<file path="config.mk">
export PLATFORM = sky130hd
export DESIGN_NAME = sdrs_regs
export DESIGN_NICKNAME = d
export VERILOG_FILES = /design/src/sdrs_pkg.sv /design/src/sdrs_skip_counter.sv /design/src/sdrs_regs.sv
export SDC_FILE = /design/constraint.sdc
export NUM_CORES = 1
export LEC_CHECK = 0
export BUFFER_PORTS_ARGS = -buffer_cell sky130_fd_sc_hd__buf_2
export CAP_MARGIN = 15
export CORE_UTILIZATION = 45
export DETAILED_ROUTE_END_ITERATION = 16
export GPL_TIMING_DRIVEN = 0
export PLACE_DENSITY_LB_ADDON = 0.3
export SYNTH_ARGS = -nofsm -noshare
export SYNTH_HDL_FRONTEND = slang
export SYNTH_SLANG_ARGS = --single-unit
</file>
<file path="constraint.sdc">
create_clock -name pclk -period 3 [get_ports pclk]
set_input_delay 0 -clock pclk [delete_from_list [all_inputs] [get_ports pclk]]
set_output_delay 0 -clock pclk [all_outputs]
set_load 0.05 [all_outputs]
</file>
<file path="src/sdrs_pkg.sv">
// Purpose: constants for the stepper driver register set
// Assumes: APB, 32-bit data, one word per register index
// Notes:   byte address of each register is four times its index
//
// What this block does
// RULE1: chopper_config at 0x6C is read/write, resets to 0x10410150.
// RULE2: voltage_pwm_config at 0x70 is write-only, resets to 0xC40C001E.
// RULE3: commutation mode entered by enable pin or minimum-velocity threshold; control at 0x6E.
// RULE4: low control field limits PWM on time to field times one clock.
// RULE5: software sets on-time limit slightly above effective blank time.
// RULE6: bits 23:16 limit on time for stall detect, times 16 clocks; zero disables.
// RULE7: software sets stall field slightly above one sixteenth of on-time limit.
// RULE8: stall limit also applies above high velocity when fullstep option set.
// RULE9: read-only status at 0x6F returns load value and error flags.
// RULE10: 0x71 bits 7:0 report actual duty cycle scaling both table currents.
// RULE11: 0x71 bits 24:16 report signed 9-bit regulator offset, -255 to +255.
// RULE12: 0x72 reports auto offset in 7:0 and auto gradient in 23:16.
// RULE13: in commutation mode, steps taken while ready is low are counted at 0x73.
// RULE14: skipped-step counter follows direction and wraps modulo 2^20.
// RULE15: unused control and readback bits read zero and ignore writes.
// RULE16: skipped-step counter and regulator results clear to zero on reset.
`default_nettype none

package sdrs_pkg;
  // register indices; byte address is index shifted left by two
  localparam logic [7:0]  IDX_CHOPPER   = 8'h6C;
  localparam logic [7:0]  IDX_SMART_CUR = 8'h6D;
  localparam logic [7:0]  IDX_COMM_CTRL = 8'h6E;
  localparam logic [7:0]  IDX_STATUS    = 8'h6F;
  localparam logic [7:0]  IDX_VPWM      = 8'h70;
  localparam logic [7:0]  IDX_REG_RES   = 8'h71;
  localparam logic [7:0]  IDX_AUTO_PWM  = 8'h72;
  localparam logic [7:0]  IDX_SKIPPED   = 8'h73;
  localparam logic [7:0]  IDX_IRQ_STAT  = 8'h74;
  localparam logic [7:0]  IDX_IRQ_MASK  = 8'h75;
  localparam logic [7:0]  IDX_OPTIONS   = 8'h76;

  localparam logic [31:0] CHOPPER_RST   = 32'h10410150;
  localparam logic [31:0] VPWM_RST      = 32'hC40C001E;
  localparam logic [24:0] SMART_MASK    = 25'h1FFFFFF;

  // commutation control field layout
  localparam int ONTIME_LSB = 0;
  localparam int ONTIME_W   = 10;
  localparam int STALL_LSB  = 16;
  localparam int STALL_W    = 8;
  // readback field positions
  localparam int DUTY_LSB   = 0;
  localparam int OFFS_LSB   = 16;
  localparam int AOFS_LSB   = 0;
  localparam int AGRAD_LSB  = 16;

  // timing: on-time unit is one clock, stall unit is sixteen clocks
  localparam int CLK_PERIOD_NS  = 8;
  localparam int ONTIME_UNIT_CYC = 1;
  localparam int STALL_UNIT_CYC  = 16;
  localparam int STALL_SHIFT     = 4;  // log2 of STALL_UNIT_CYC

  // interrupt status bits
  localparam int IRQ_SKIP   = 0;
  localparam int IRQ_ONTIME = 1;
  localparam int IRQ_STALL  = 2;
  localparam int IRQ_W      = 3;

  // option bits
  localparam int OPT_HIGH_VELOCITY_THRESHOLD_FS  = 0;
  localparam int OPT_HIGH_VELOCITY_THRESHOLD_CHM = 1;

  localparam int SKIP_W = 20;
endpackage

`default_nettype wire

</file>
<file path="src/sdrs_skip_counter.sv">
// Purpose: counts step inputs lost while commutation is not ready
// Assumes: step and dir synchronous to pclk
// Notes:   counter wraps, never saturates
`default_nettype none

module sdrs_skip_counter
  import sdrs_pkg::*;
#(
  parameter int W = SKIP_W
) (
  input  wire logic         pclk,      // clock
  input  wire logic         presetn,   // async reset, low active
  input  wire logic         ce,        // clock enable
  input  wire logic         step_in,   // step input level
  input  wire logic         dir_in,    // 1 counts up
  input  wire logic         comm_mode, // commutation mode active
  input  wire logic         ready_in,  // commutation ready output
  output logic [W-1:0]      count,     // skipped step count
  output logic              skip_pulse // one cycle per skipped step
);
  logic step_d_reg;
  logic skip_now;

  // rising edge of step while the motor cannot follow
  assign skip_now = step_in & ~step_d_reg & comm_mode & ~ready_in; // RULE13

  // edge detector history
  always_ff @(posedge pclk or negedge presetn) begin
    if (!presetn) begin
      step_d_reg <= 1'b0;
    end else if (ce) begin
      step_d_reg <= step_in;
    end
  end

  // natural wrap of W-bit arithmetic gives modulo 2^W
  always_ff @(posedge pclk or negedge presetn) begin
    if (!presetn) begin
      count      <= '0; // RULE16
      skip_pulse <= 1'b0;
    end else if (ce) begin
      skip_pulse <= skip_now;
      if (skip_now) begin
        count <= dir_in ? count + W'(1) : count - W'(1); // RULE14
      end
    end
  end

  skip_step_a: assert property (@(posedge pclk) disable iff (!presetn)
    ce && skip_now |=> count == ($past(dir_in) ? $past(count) + W'(1) : $past(count) - W'(1))) // RULE14
    else $error("skipped step not counted by direction");
  skip_hold_a: assert property (@(posedge pclk) disable iff (!presetn)
    ce && !(comm_mode && !ready_in) |=> $stable(count)) // RULE13
    else $error("counter moved outside skip condition");
  skip_reset_a: assert property (@(posedge pclk) !presetn |-> count == '0) // RULE16
    else $error("counter not cleared in reset");
  skip_wrap_c: cover property (@(posedge pclk) disable iff (!presetn)
    skip_now && dir_in && count == {W{1'b1}});
endmodule

`default_nettype wire

</file>
<file path="src/sdrs_regs.sv">
// Purpose: driver register set with commutation on-time and stall timing
// Assumes: all inputs synchronous to pclk; APB zero-wait slave
// Notes:   readback inputs are sampled every enabled cycle
`default_nettype none

module sdrs_regs
  import sdrs_pkg::*;
(
  input  wire logic         pclk,           // clock, 125 MHz
  input  wire logic         presetn,        // async reset, low active
  input  wire logic         ce,             // clock enable
  input  wire logic         psel,           // apb select
  input  wire logic         penable,        // apb access phase
  input  wire logic         pwrite,         // apb write
  input  wire logic [11:0]  paddr,          // apb byte address
  input  wire logic [31:0]  pwdata,         // apb write data
  output logic [31:0]       prdata,         // apb read data
  output logic              pready,         // apb ready
  output logic              pslverr,        // apb error, unmapped
  input  wire logic         commutation_enable_pin, // mode enable pin
  input  wire logic         min_velocity_reached,   // commutation_min_velocity crossed
  input  wire logic         above_high_velocity,    // high_velocity_threshold crossed
  input  wire logic         pwm_on,         // phase pwm on level
  input  wire logic         step_in,        // step input
  input  wire logic         dir_in,         // direction input
  input  wire logic         commutation_ready_output, // ready level
  input  wire logic [31:0]  status_in,      // load value and error flags
  input  wire logic [7:0]   actual_duty_cycle,  // duty, 255 full voltage
  input  wire logic [8:0]   regulator_offset,   // signed offset
  input  wire logic [7:0]   auto_offset_value,  // auto offset
  input  wire logic [7:0]   auto_gradient_value, // auto gradient
  output logic [31:0]       chopper_config,       // chopper word
  output logic [24:0]       smart_current_config, // smart current word
  output logic [31:0]       voltage_pwm_config,   // voltage pwm word
  output logic              commutation_mode,     // mode active
  output logic              on_time_limit,        // force pwm off
  output logic              stall_detect,         // step loss seen
  output logic              high_vel_chopper_mode, // option out
  output logic [15:0]       phase_a_scaled,       // scaled table a
  output logic [15:0]       phase_b_scaled,       // scaled table b
  input  wire logic [7:0]   phase_a_table_current, // table a
  input  wire logic [7:0]   phase_b_table_current, // table b
  output logic              irq            // level interrupt
);

  // register storage
  logic [ONTIME_W-1:0] ontime_limit_reg;
  logic [STALL_W-1:0]  stall_on_reg;
  logic [31:0]         status_reg;
  logic [24:0]         reg_result_reg;
  logic [23:0]         auto_pwm_reg;
  logic [IRQ_W-1:0]    irq_stat_reg;
  logic [IRQ_W-1:0]    irq_mask_reg;
  logic [1:0]          options_reg;
  logic [17:0]         on_cnt_reg;
  logic [SKIP_W-1:0]   skip_count;
  logic                skip_pulse;
  logic                ontime_hit;
  logic                stall_hit;
  logic                stall_armed;
  logic                bus_setup;
  logic                bus_wr;
  logic                bus_rd;
  logic                addr_ok;
  logic [31:0]         rd_next;
  logic [IRQ_W-1:0]    irq_events;
  logic                ontime_d_reg;

  // byte address match for a register index, used for every decode
  function automatic logic hit(input logic [11:0] a, input logic [7:0] idx);
    hit = (a == {2'b00, idx, 2'b00});
  endfunction

  assign bus_setup = ce & psel & ~penable;
  assign bus_wr    = ce & psel & penable & pready & pwrite;
  assign bus_rd    = ce & psel & penable & pready & ~pwrite;

  // address decode and read mux; write-only words read zero
  always_comb begin
    addr_ok = 1'b1;
    rd_next = 32'h00000000;
    if (hit(paddr, IDX_CHOPPER)) begin
      rd_next = chopper_config; // RULE1
    end else if (hit(paddr, IDX_SMART_CUR)) begin
      rd_next = 32'h00000000;
    end else if (hit(paddr, IDX_COMM_CTRL)) begin
      rd_next = 32'h00000000; // RULE15
    end else if (hit(paddr, IDX_STATUS)) begin
      rd_next = status_reg; // RULE9
    end else if (hit(paddr, IDX_VPWM)) begin
      rd_next = 32'h00000000; // RULE2
    end else if (hit(paddr, IDX_REG_RES)) begin
      rd_next = {7'h00, reg_result_reg}; // RULE10 RULE11 RULE15
    end else if (hit(paddr, IDX_AUTO_PWM)) begin
      rd_next = {8'h00, auto_pwm_reg}; // RULE12 RULE15
    end else if (hit(paddr, IDX_SKIPPED)) begin
      rd_next = {12'h000, skip_count}; // RULE13
    end else if (hit(paddr, IDX_IRQ_STAT)) begin
      rd_next = {29'h0, irq_stat_reg};
    end else if (hit(paddr, IDX_IRQ_MASK)) begin
      rd_next = {29'h0, irq_mask_reg};
    end else if (hit(paddr, IDX_OPTIONS)) begin
      rd_next = {30'h0, options_reg};
    end else begin
      addr_ok = 1'b0;
    end
  end

  // apb answer: ready in the cycle after setup, data captured at setup
  always_ff @(posedge pclk or negedge presetn) begin
    if (!presetn) begin
      pready  <= 1'b0;
      prdata  <= 32'h00000000;
      pslverr <= 1'b0;
    end else if (ce) begin
      pready <= bus_setup;
      if (bus_setup) begin
        prdata  <= pwrite ? 32'h00000000 : rd_next;
        pslverr <= ~addr_ok;
      end else begin
        pslverr <= 1'b0;
      end
    end
  end

  // writable configuration words
  always_ff @(posedge pclk or negedge presetn) begin
    if (!presetn) begin
      chopper_config       <= CHOPPER_RST; // RULE1
      voltage_pwm_config   <= VPWM_RST;    // RULE2
      smart_current_config <= '0;
      ontime_limit_reg     <= '0;
      stall_on_reg         <= '0;
      options_reg          <= '0;
      irq_mask_reg         <= '0;
    end else if (bus_wr) begin
      if (hit(paddr, IDX_CHOPPER)) begin
        chopper_config <= pwdata; // RULE1
      end else if (hit(paddr, IDX_SMART_CUR)) begin
        smart_current_config <= pwdata[24:0] & SMART_MASK;
      end else if (hit(paddr, IDX_COMM_CTRL)) begin
        // bits between the two fields are dropped
        ontime_limit_reg <= pwdata[ONTIME_LSB +: ONTIME_W]; // RULE4 RULE15
        stall_on_reg     <= pwdata[STALL_LSB +: STALL_W];   // RULE6
      end else if (hit(paddr, IDX_VPWM)) begin
        voltage_pwm_config <= pwdata; // RULE2
      end else if (hit(paddr, IDX_IRQ_MASK)) begin
        irq_mask_reg <= pwdata[IRQ_W-1:0];
      end else if (hit(paddr, IDX_OPTIONS)) begin
        options_reg <= pwdata[1:0];
      end
    end
  end

  // readback capture; zero until first sample after reset
  always_ff @(posedge pclk or negedge presetn) begin
    if (!presetn) begin
      status_reg     <= '0;
      reg_result_reg <= '0; // RULE16
      auto_pwm_reg   <= '0; // RULE16
    end else if (ce) begin
      status_reg <= status_in; // RULE9
      reg_result_reg <= {regulator_offset, 8'h00, actual_duty_cycle}; // RULE10 RULE11
      auto_pwm_reg   <= {auto_gradient_value, 8'h00, auto_offset_value}; // RULE12
    end
  end

  // duty cycle scales both table currents, kept as full product
  always_ff @(posedge pclk or negedge presetn) begin
    if (!presetn) begin
      phase_a_scaled <= '0;
      phase_b_scaled <= '0;
    end else if (ce) begin
      phase_a_scaled <= phase_a_table_current * actual_duty_cycle; // RULE10
      phase_b_scaled <= phase_b_table_current * actual_duty_cycle; // RULE10
    end
  end

  // mode entry: pin or velocity threshold
  always_ff @(posedge pclk or negedge presetn) begin
    if (!presetn) begin
      commutation_mode      <= 1'b0;
      high_vel_chopper_mode <= 1'b0;
    end else if (ce) begin
      commutation_mode      <= commutation_enable_pin | min_velocity_reached; // RULE3
      high_vel_chopper_mode <= options_reg[OPT_HIGH_VELOCITY_THRESHOLD_CHM];
    end
  end

  // on-time measured in clocks; 18 bits covers 255 times 16
  assign stall_armed = (commutation_mode |
                        (above_high_velocity & options_reg[OPT_HIGH_VELOCITY_THRESHOLD_FS])) & // RULE8
                       (stall_on_reg != '0); // RULE6
  assign ontime_hit  = commutation_mode & pwm_on &
                       (on_cnt_reg >= 18'(ontime_limit_reg) * 18'(ONTIME_UNIT_CYC)); // RULE4
  assign stall_hit   = stall_armed & pwm_on &
                       (on_cnt_reg == 18'(stall_on_reg) * 18'(STALL_UNIT_CYC)); // RULE6

  // on-time counter restarts each time pwm turns off
  always_ff @(posedge pclk or negedge presetn) begin
    if (!presetn) begin
      on_cnt_reg <= '0;
    end else if (ce) begin
      if (!pwm_on) begin
        on_cnt_reg <= '0;
      end else if (on_cnt_reg != '1) begin
        on_cnt_reg <= on_cnt_reg + 18'h00001;
      end
    end
  end

  // limit and stall outputs, one cycle after the count reaches the on-time field or sixteen times the stall field
  always_ff @(posedge pclk or negedge presetn) begin
    if (!presetn) begin
      on_time_limit <= 1'b0;
      stall_detect  <= 1'b0;
    end else if (ce) begin
      on_time_limit <= ontime_hit; // RULE4
      stall_detect  <= stall_hit;  // RULE6 RULE8
    end
  end

  sdrs_skip_counter #(
    .W          (SKIP_W)
  ) u_skip (
    .pclk       (pclk),
    .presetn    (presetn),
    .ce         (ce),
    .step_in    (step_in),
    .dir_in     (dir_in),
    .comm_mode  (commutation_mode),
    .ready_in   (commutation_ready_output),
    .count      (skip_count),
    .skip_pulse (skip_pulse)
  );

  // event vector in status bit order; a long on-time pulse counts once
  always_comb begin
    irq_events             = '0;
    irq_events[IRQ_SKIP]   = skip_pulse;                    // RULE13
    irq_events[IRQ_ONTIME] = on_time_limit & ~ontime_d_reg; // RULE4
    irq_events[IRQ_STALL]  = stall_detect;                  // RULE6
  end

  // sticky status, read clears, a new event in the same cycle wins
  always_ff @(posedge pclk or negedge presetn) begin
    if (!presetn) begin
      irq_stat_reg <= '0;
      irq          <= 1'b0;
    end else if (ce) begin
      if (bus_rd && hit(paddr, IDX_IRQ_STAT)) begin
        // clear only what the read returned; bits set after setup stay
        irq_stat_reg <= (irq_stat_reg & ~prdata[IRQ_W-1:0]) | irq_events;
      end else begin
        irq_stat_reg <= irq_stat_reg | irq_events;
      end
      irq <= |(irq_stat_reg & irq_mask_reg);
    end
  end

  // on-time limit history for the rising-edge event
  always_ff @(posedge pclk or negedge presetn) begin
    if (!presetn) begin
      ontime_d_reg <= 1'b0;
    end else if (ce) begin
      ontime_d_reg <= on_time_limit;
    end
  end

  // checks
  chop_write_a: assert property (@(posedge pclk) disable iff (!presetn) // RULE1
    bus_wr && hit(paddr, IDX_CHOPPER) |=> chopper_config == $past(pwdata))
    else $error("chopper word not written");
  vpwm_read_a: assert property (@(posedge pclk) disable iff (!presetn) // RULE2
    bus_setup && !pwrite && hit(paddr, IDX_VPWM) |=> prdata == 32'h00000000)
    else $error("write-only word read back nonzero");
  mode_entry_a: assert property (@(posedge pclk) disable iff (!presetn) // RULE3
    ce && (commutation_enable_pin || min_velocity_reached) |=> commutation_mode)
    else $error("commutation mode not entered");
  ontime_limit_a: assert property (@(posedge pclk) disable iff (!presetn) // RULE4
    ce && commutation_mode && pwm_on && on_cnt_reg >= 18'(ontime_limit_reg) |=> on_time_limit)
    else $error("on-time limit missed");
  stall_zero_a: assert property (@(posedge pclk) disable iff (!presetn) // RULE6
    stall_detect |-> $past(stall_on_reg) != '0)
    else $error("stall seen with detection disabled");
  stall_high_velocity_threshold_a: assert property (@(posedge pclk) disable iff (!presetn) // RULE8
    ce && !commutation_mode && above_high_velocity && !options_reg[OPT_HIGH_VELOCITY_THRESHOLD_FS] |=> !stall_detect)
    else $error("stall outside permitted modes");
  status_read_a: assert property (@(posedge pclk) disable iff (!presetn) // RULE9
    ce && bus_setup && !pwrite && hit(paddr, IDX_STATUS) |=> prdata == $past(status_reg))
    else $error("status readback wrong");
  reg_result_a: assert property (@(posedge pclk) disable iff (!presetn) // RULE11
    ce |=> reg_result_reg[24:16] == $past(regulator_offset) && reg_result_reg[15:8] == 8'h00)
    else $error("regulator offset field wrong");
  auto_pwm_a: assert property (@(posedge pclk) disable iff (!presetn) // RULE12
    ce |=> auto_pwm_reg[23:16] == $past(auto_gradient_value))
    else $error("auto gradient field wrong");
  ctrl_read_a: assert property (@(posedge pclk) disable iff (!presetn) // RULE15
    bus_setup && !pwrite && hit(paddr, IDX_COMM_CTRL) |=> prdata == 32'h00000000)
    else $error("control word not read as zero");
  irq_level_a: assert property (@(posedge pclk) disable iff (!presetn)
    ce && |(irq_stat_reg & irq_mask_reg) |=> irq)
    else $error("interrupt not raised");
  stat_keep_a: assert property (@(posedge pclk) disable iff (!presetn)
    ce && |irq_events |=> (irq_stat_reg & $past(irq_events)) == $past(irq_events))
    else $error("status event lost");
  apb_ready_a: assert property (@(posedge pclk) disable iff (!presetn)
    bus_setup |=> pready)
    else $error("no ready after setup");
  unmapped_err_a: assert property (@(posedge pclk) disable iff (!presetn)
    bus_setup && !addr_ok |=> pslverr && prdata == 32'h00000000)
    else $error("unmapped access not flagged");
  phase_scale_a: assert property (@(posedge pclk) disable iff (!presetn) // RULE10
    ce |=> phase_b_scaled == 16'($past(phase_b_table_current)) * 16'($past(actual_duty_cycle)))
    else $error("phase current not scaled by duty");
  chm_option_a: assert property (@(posedge pclk) disable iff (!presetn) // RULE8
    ce |=> high_vel_chopper_mode == $past(options_reg[OPT_HIGH_VELOCITY_THRESHOLD_CHM]))
    else $error("chopper mode option not passed on");

  stall_seen_c: cover property (@(posedge pclk) disable iff (!presetn) stall_detect);
  limit_seen_c: cover property (@(posedge pclk) disable iff (!presetn) $rose(on_time_limit));
  skip_irq_c:   cover property (@(posedge pclk) disable iff (!presetn) skip_pulse ##[1:4] irq);
endmodule

`default_nettype wire

</file>
== After elaboration in Yosys (flattened, before gate mapping) ==
Cells that the tools add are included.

* Shift-type cells: 0
* Add/sub/neg operators: 3
* Equality and inequality tests: 14
* Multiplexer cells: 28
* $lt $le $gt $ge: 1
* Divide/modulo/power cells: 0
* Bitwise operators: 34
* Reductions and logical operators: 12
* $mul: 2

{| class="wikitable"
|+ Operators with widths
! cell !! count
|-
| $mux W32 || 5
|-
| $eq A12 B9 Y1 const B || 11
|-
| $mux W25 || 2
|-
| $mux W20 || 2
|-
| $mux W18 || 2
|-
| $mul A8 B8 Y16 || 2
|-
| $mux W24 || 1
|-
| $add A20 B1 Y20 const B || 1
|-
| $sub A20 B1 Y20 const B || 1
|-
| $add A18 B1 Y18 const B || 1
|-
| $eq A18 B12 Y1 || 1
|-
| $ge A18 B10 Y1 || 1
|-
| $ne A18 B18 Y1 const B || 1
|-
| $and A1 B1 Y1 || 16
|-
| $mux W1 || 12
|-
| $not A1 Y1 || 11
|-
| $mux W3 || 3
|-
| $reduce_and A2 Y1 || 4
|-
| $reduce_bool A8 Y1 || 1
|-
| $reduce_and A7 Y1 || 1
|-
| $and A3 B3 Y3 || 2
|-
| $or A3 B3 Y3 || 2
|-
| $reduce_and A6 Y1 || 1
|-
| $reduce_and A5 Y1 || 1
|-
| 8 further kinds || 9
|}

* Memory bits (writable): 0
* Output and inout bits: 160
* Bits in read-only memories: 0
* Latch bits: 0
* Logic and storage cells: 120
* Memories kept: 0
* Register bits: 292

== Longest topological paths before layout ==
* Depth after elaboration: 14
* Depth in mapped cells: 18

== Cells and area by module ==
A second synthesis with hierarchy kept.

* Cell total of the unflattened synthesis: 1638
* Area total of the unflattened synthesis: 17948.5 µm²

{| class="wikitable"
|+ Modules (own cells, without submodules)
! module !! cells an instance !! sequential area each (µm²) !! area an instance (µm²) !! times used
|-
| sdrs_regs || 1448 || 6775.2 || 16239.3 || 1
|-
| sdrs_skip_counter || 190 || 550.5 || 1709.1 || 1
|}

== Worst setup path after synthesis ==
No wires, ideal clock.

* Path type: input to register
* From: in actual_duty_cycle[7]
* To: reg phase_b_scaled[12]
* Stages on the path: 16
* Arrival time: 3910 ps
* Required time: 2875 ps
* Path slack: -1034 ps
* Cells stage by stage: clkbuf_1 > nand2_1 > fa_1 > fa_1 > inv_1 > fa_1 > inv_1 > fa_1 > inv_1 > ha_1 > o21a_1 > o21a_1 > a41oi_1 > nor2b_1 > xnor2_1 > mux2_2

* Cells in the longest elaborated chain, start to end: 1

{| class="wikitable"
|+ RTL lines
! what !! RTL line !! source
|-
| start: declaration || sdrs_regs.sv:28 || <nowiki>input wire logic [7:0] actual_duty_cycle,</nowiki>
|-
| $mul A8 B8 Y16 || sdrs_regs.sv:175 || <nowiki>phase_b_scaled <= phase_b_table_current * actual_duty_cycle;</nowiki>
|-
| end signal: assignment || sdrs_regs.sv:175 ||
|-
| end: declaration || sdrs_regs.sv:40 || <nowiki>output logic [15:0] phase_b_scaled,</nowiki>
|}

No other way between the ends.
A chain may end at the register's enable or synchronous reset.

== Worst setup path after layout ==
* From: in actual_duty_cycle[2]
* To: reg phase_b_scaled[13]

Same word-level chain as after synthesis.

==> summary by stage <==
GRT
Summed over all layers, the global routing overflow is 0. The total track usage is 0.274. The initial antenna violation count was 4. The global-route wire length before repair is 81900 um.

Entering global routing, the biggest net connects 116 pins. The via count of the first global-routing pass was 14600.

CTS
Counting the buffers created by CTS gives 35. The H-tree generated during clock tree synthesis spans 2 levels. The CTS clock-pin slew for the worst setup and hold paths is 0.06 ns. The clock tree root driver cell is sky130_fd_sc_hd__clkbuf_16. Clock latency on the worst-skew pair, taken at its later pin, is 0.56 ns. The CTS tree is yes. The total clock sinks is 292. No sink is reached through more buffers than the 3 on the longest clock path.

Critical path
The startpoint type of the worst setup path is a primary input. The critical path endpoint category is a flip-flop. The critical register-to-register path startpoint is pready$_DFFE_PN0P_. For the worst flop-to-flop path, the logic depth is 6. The critical path data required time is 3.43 ns. STA puts the critical path data arrival time at 3.86 ns. The setup path with the least slack is of type in -> reg.

The maximum fanout along the worst path is 6. The critical path starts at actual_duty_cycle[2].

Placed design
The HPWL after detailed placement is 38700 um. The number of buffers inserted by port buffering is 295. The area of placed instances is 19800 sq um. Counting tap cells, the placed design contains a total of 2393 instances. Routability-driven placement finished with a final weighted congestion of 0.925.

Floorplanning
The floorplan step defined a die boundary enclosing 39400 sq um. The initial core utilization is 0.459. The die is 198 um tall.

The floorplan row count is 71. The total area inside the core boundary comes to 37800 sq um. 298 I/O pins were placed. The x dimension of the die is 198 um.

Synthesis
The share of synthesized cell area in and, or, nand and nor gates is 0.121. Of the post-synthesis cell area, the dominant cell type holds 0.399. The flip-flop and latch count after synthesis is 292. The post-synthesis compound-gate area fraction is 0.101. The cell area that synthesis handed to floorplanning was 17400 sq um. Yosys attributes the largest share of cell area to sky130_fd_sc_hd__dfrtp_1 (40%), sky130_fd_sc_hd__fa_1 (8.4%), sky130_fd_sc_hd__ha_1 (7.3%). The biggest area contributor in the post-synthesis netlist is sky130_fd_sc_hd__dfrtp_1. Dividing the synthesized area by the synthesized cell count gives 11.0 sq um. The main flop type after synthesis is sky130_fd_sc_hd__dfrtp_1.

The most common cell in the netlist is sky130_fd_sc_hd__dfrtp_1. The fraction of synthesized area in multiplexers is 0.129. The post-synthesis net count is 1898.

By area, the combinational part of the netlist is dominated by adder cells. During synthesis, Yosys emitted a total of 0 warnings. Counting flops with a built-in enable in the synthesized netlist gives 0.

The synthesized netlist contains 74 unique library cells. Of the total synthesized cell area, the portion taken by XOR and XNOR cells is 0.0282. The adder and majority cell fraction of the synthesized area is 0.158.

The share of the Yosys chip area taken by registers is 0.422. The cell count after synthesis is 1585. The commonest cells after synthesis are sky130_fd_sc_hd__dfrtp_1 (277), sky130_fd_sc_hd__nand2_1 (128), sky130_fd_sc_hd__inv_1 (125).

After synthesis, the share of flip-flops with an asynchronous set or reset is 1.00.

Timing
The summed negative setup slack over all endpoints is -4.35 ns. The worst clock skew is 0.0136 ns. The number of setup violations in the final report is 15. Static timing analysis puts the maximum clock frequency at 0.292 GHz. Final hold analysis gives a worst-case slack of 0.0352 ns.

The final clock period utilization by the worst path is 1.14. In this run the tightest slew margin relative to its limit is 0.376. The number of pins with negative max-slew slack in the final report is 0. The transition time of the tightest slew-check pin is 0.936 ns.

The worst setup slack after layout is -0.423 ns. The number of failing hold endpoints at the final stage is 0. Setup repair after global routing could not meet its margin everywhere.

The worst path in the final design needs a cycle of 3.42 ns, including I/O delays and setup.

Detailed routing
For this run, design rule violations remaining after detail routing come to 0. The routed design has 53500 um of wire. The first-pass iteration count of the detailed router is 6. The overall via count from detail_route is 14200. After the first detailed-routing iteration, the DRC count stood at 929. The number of antenna-violating nets in the routed design is 0. The ratio of routed vias to standard cells is 5.46. After detailed routing, the average wire length per cell comes to 20.6 um.

Layout
Excluding fillers, the count of instances in the completed layout stands at 2602. The area taken by multi-input logic gates is 9780 sq um. In the final design database the tool counted 2374 nets. The sequential cell area in the final layout is 7330 sq um. The summed area of non-filler cells in the final layout is 22800 sq um.

The share of layout cells above drive strength 1 is 0.287. The relative area change from synthesis to final layout is 31.0%. The number of filler instances in the final layout is 3086. For this run, the share of the core covered by cells in the final layout is 0.601.

Power
The power density normalized to cell area is 654 nW/um^2. The worst-case vdd ir drop is 0.000531 V. The cell leakage power is 11.4 nW.

Min path
The startpoint identified for the worst hold timing path is paddr[0]. The worst hold path belongs to the class in -> reg. The number of cells on the worst hold path is 5.

Run status
The final reports fail on setup timing. The run finished, with violations left.

Job
Max-cap violations in this run came to 0.
-- layout by cell type, fill, tap and decap left out, types with 9 or more instances in the layout --
| cell type | instances |
|---|---|
| sky130_fd_sc_hd__inv_1 | 114 |
| sky130_fd_sc_hd__buf_4 | 33 |
| sky130_fd_sc_hd__o21ai_1 | 49 |
| sky130_fd_sc_hd__nor2_1 | 74 |
| sky130_fd_sc_hd__xor2_1 | 30 |
| sky130_fd_sc_hd__fa_1 | 67 |
| sky130_fd_sc_hd__mux2_4 | 9 |
| sky130_fd_sc_hd__mux2_1 | 103 |
| sky130_fd_sc_hd__dlygate4sd3_1 | 109 |
| sky130_fd_sc_hd__a21oi_1 | 53 |
| sky130_fd_sc_hd__a22o_1 | 20 |
| sky130_fd_sc_hd__a222oi_1 | 16 |
| sky130_fd_sc_hd__nand2_1 | 120 |
| sky130_fd_sc_hd__nand3_1 | 17 |
| sky130_fd_sc_hd__o21a_1 | 9 |
| sky130_fd_sc_hd__buf_2 | 292 |
| sky130_fd_sc_hd__nand4_1 | 12 |
| sky130_fd_sc_hd__buf_1 | 10 |
| sky130_fd_sc_hd__dfrtp_1 | 277 |
| sky130_fd_sc_hd__ha_1 | 93 |
| sky130_fd_sc_hd__mux2_2 | 81 |
| sky130_fd_sc_hd__nor3_1 | 14 |
| sky130_fd_sc_hd__a21oi_2 | 11 |
| sky130_fd_sc_hd__clkbuf_16 | 41 |
| sky130_fd_sc_hd__o41ai_1 | 10 |
| sky130_fd_sc_hd__and2_1 | 96 |
| sky130_fd_sc_hd__o21ai_0 | 29 |
| sky130_fd_sc_hd__ha_4 | 9 |
| sky130_fd_sc_hd__and2_4 | 11 |
| sky130_fd_sc_hd__dfstp_2 | 15 |
| sky130_fd_sc_hd__inv_2 | 10 |
| sky130_fd_sc_hd__clkbuf_1 | 43 |
| sky130_fd_sc_hd__a22oi_1 | 16 |
| sky130_fd_sc_hd__xnor2_1 | 22 |
-- critical path: stages --
cell,delay (ns)
sky130_fd_sc_hd__buf_12,0.11
sky130_fd_sc_hd__clkbuf_16,0.15
sky130_fd_sc_hd__buf_8,0.12
sky130_fd_sc_hd__and2_4,0.13
sky130_fd_sc_hd__fa_2,0.33
sky130_fd_sc_hd__fa_1,0.47
sky130_fd_sc_hd__fa_1,0.58
sky130_fd_sc_hd__inv_2,0.04
sky130_fd_sc_hd__fa_1,0.49
sky130_fd_sc_hd__inv_2,0.05
sky130_fd_sc_hd__ha_4,0.28
sky130_fd_sc_hd__o21a_1,0.20
sky130_fd_sc_hd__o31ai_4,0.12
sky130_fd_sc_hd__a21oi_2,0.16
sky130_fd_sc_hd__nor2_2,0.07
sky130_fd_sc_hd__o211ai_1,0.19
sky130_fd_sc_hd__xor2_1,0.10
sky130_fd_sc_hd__mux2_4,0.26
-- worst paths after layout --
| path | to | slack, ns |
|---|---|---|
| worst min register to register | irq_stat_reg[1]$_DFFE_PN0P_ | 0.44 |
| max in group asynchronous | chopper_config[22]$_DFFE_PN1P_ | 1.42 |
| worst max-delay path | phase_b_scaled[13]$_DFFE_PN0P_ | -0.42 |
| worst min-delay path | pslverr$_DFFE_PN0P_ | 0.04 |
| worst max register to register | voltage_pwm_config[14]$_DFFE_PN0P_ | 0.43 |
| min in group asynchronous | phase_a_scaled[4]$_DFFE_PN0P_ | 0.14 |
-- cells by family (layout without fill, tap and decap cells) --
| group | after synthesis | after routing |
|---|---|---|
| AO/OA/AOI/OAI | 267 | 267 |
| XOR/XNOR | 56 | 56 |
| adder cells (fa/ha/maj) | 175 | 175 |
| buffers and inverters | 184 | 687 |
| flip-flops | 292 | 292 |
| multiplexers | 199 | 199 |
| other | 0 | 3 |
| AND/OR/NAND/NOR | 412 | 412 |
-- final cells by class --
cell class / count / share of cell area
diodes: 3 / 0.000330
inverters: 126 / 0.0211
flip-flops and latches: 292 / 0.322
multi-input cells: 1109 / 0.430
plain buffers: 58 / 0.0167
clock inverters: 11 / 0.00654
repair buffers: 439 / 0.133
clock buffers: 53 / 0.0432
well taps: 511 / 0.0281
-- layer usage --
layer / wire (um) / global-route usage / share of wire / vias to the layer above
met5: 0 / 0 / 0 / -
met4: 2310 / 0.117 / 0.043 / 0
met3: 3440 / 0.0473 / 0.064 / 129
met2: 25100 / 0.441 / 0.47 / 542
met1: 22600 / 0.364 / 0.42 / 7079
li1: - / - / - / 6456
-- power breakdown --
group	internal [mW]	total, mW	switching, mW	leakage [nW]
sequential	4.36	4.67	0.314	3.71
clock	2.48	4.27	1.79	0.549
combinational	2.68	5.93	3.26	7.11
-- what timing repair did --
| item | in CTS | in global routing |
|---|---|---|
| setup buffers | 25 | 7 |
| endpoints found under the setup margin | 16 | 19 |
| hold endpoints to repair | 313 | 0 |
| pin swaps | 25 | 17 |
| resized for setup | 62 | 45 |
| hold buffers | 109 | 0 |
| cloned | 1 | 0 |
-- metrics by stage --
stage / setup WS, ns / total power, mW
floorplan: -0.648 / 8.50
CTS: -0.350 / 14.5
finish: -0.423 / 14.9
global route: -0.546 / 15.7
detailed placement: -1.19 / 9.74
global placement: -3.62 / 9.62
Note: power is estimated with default switching activity, not from simulation.
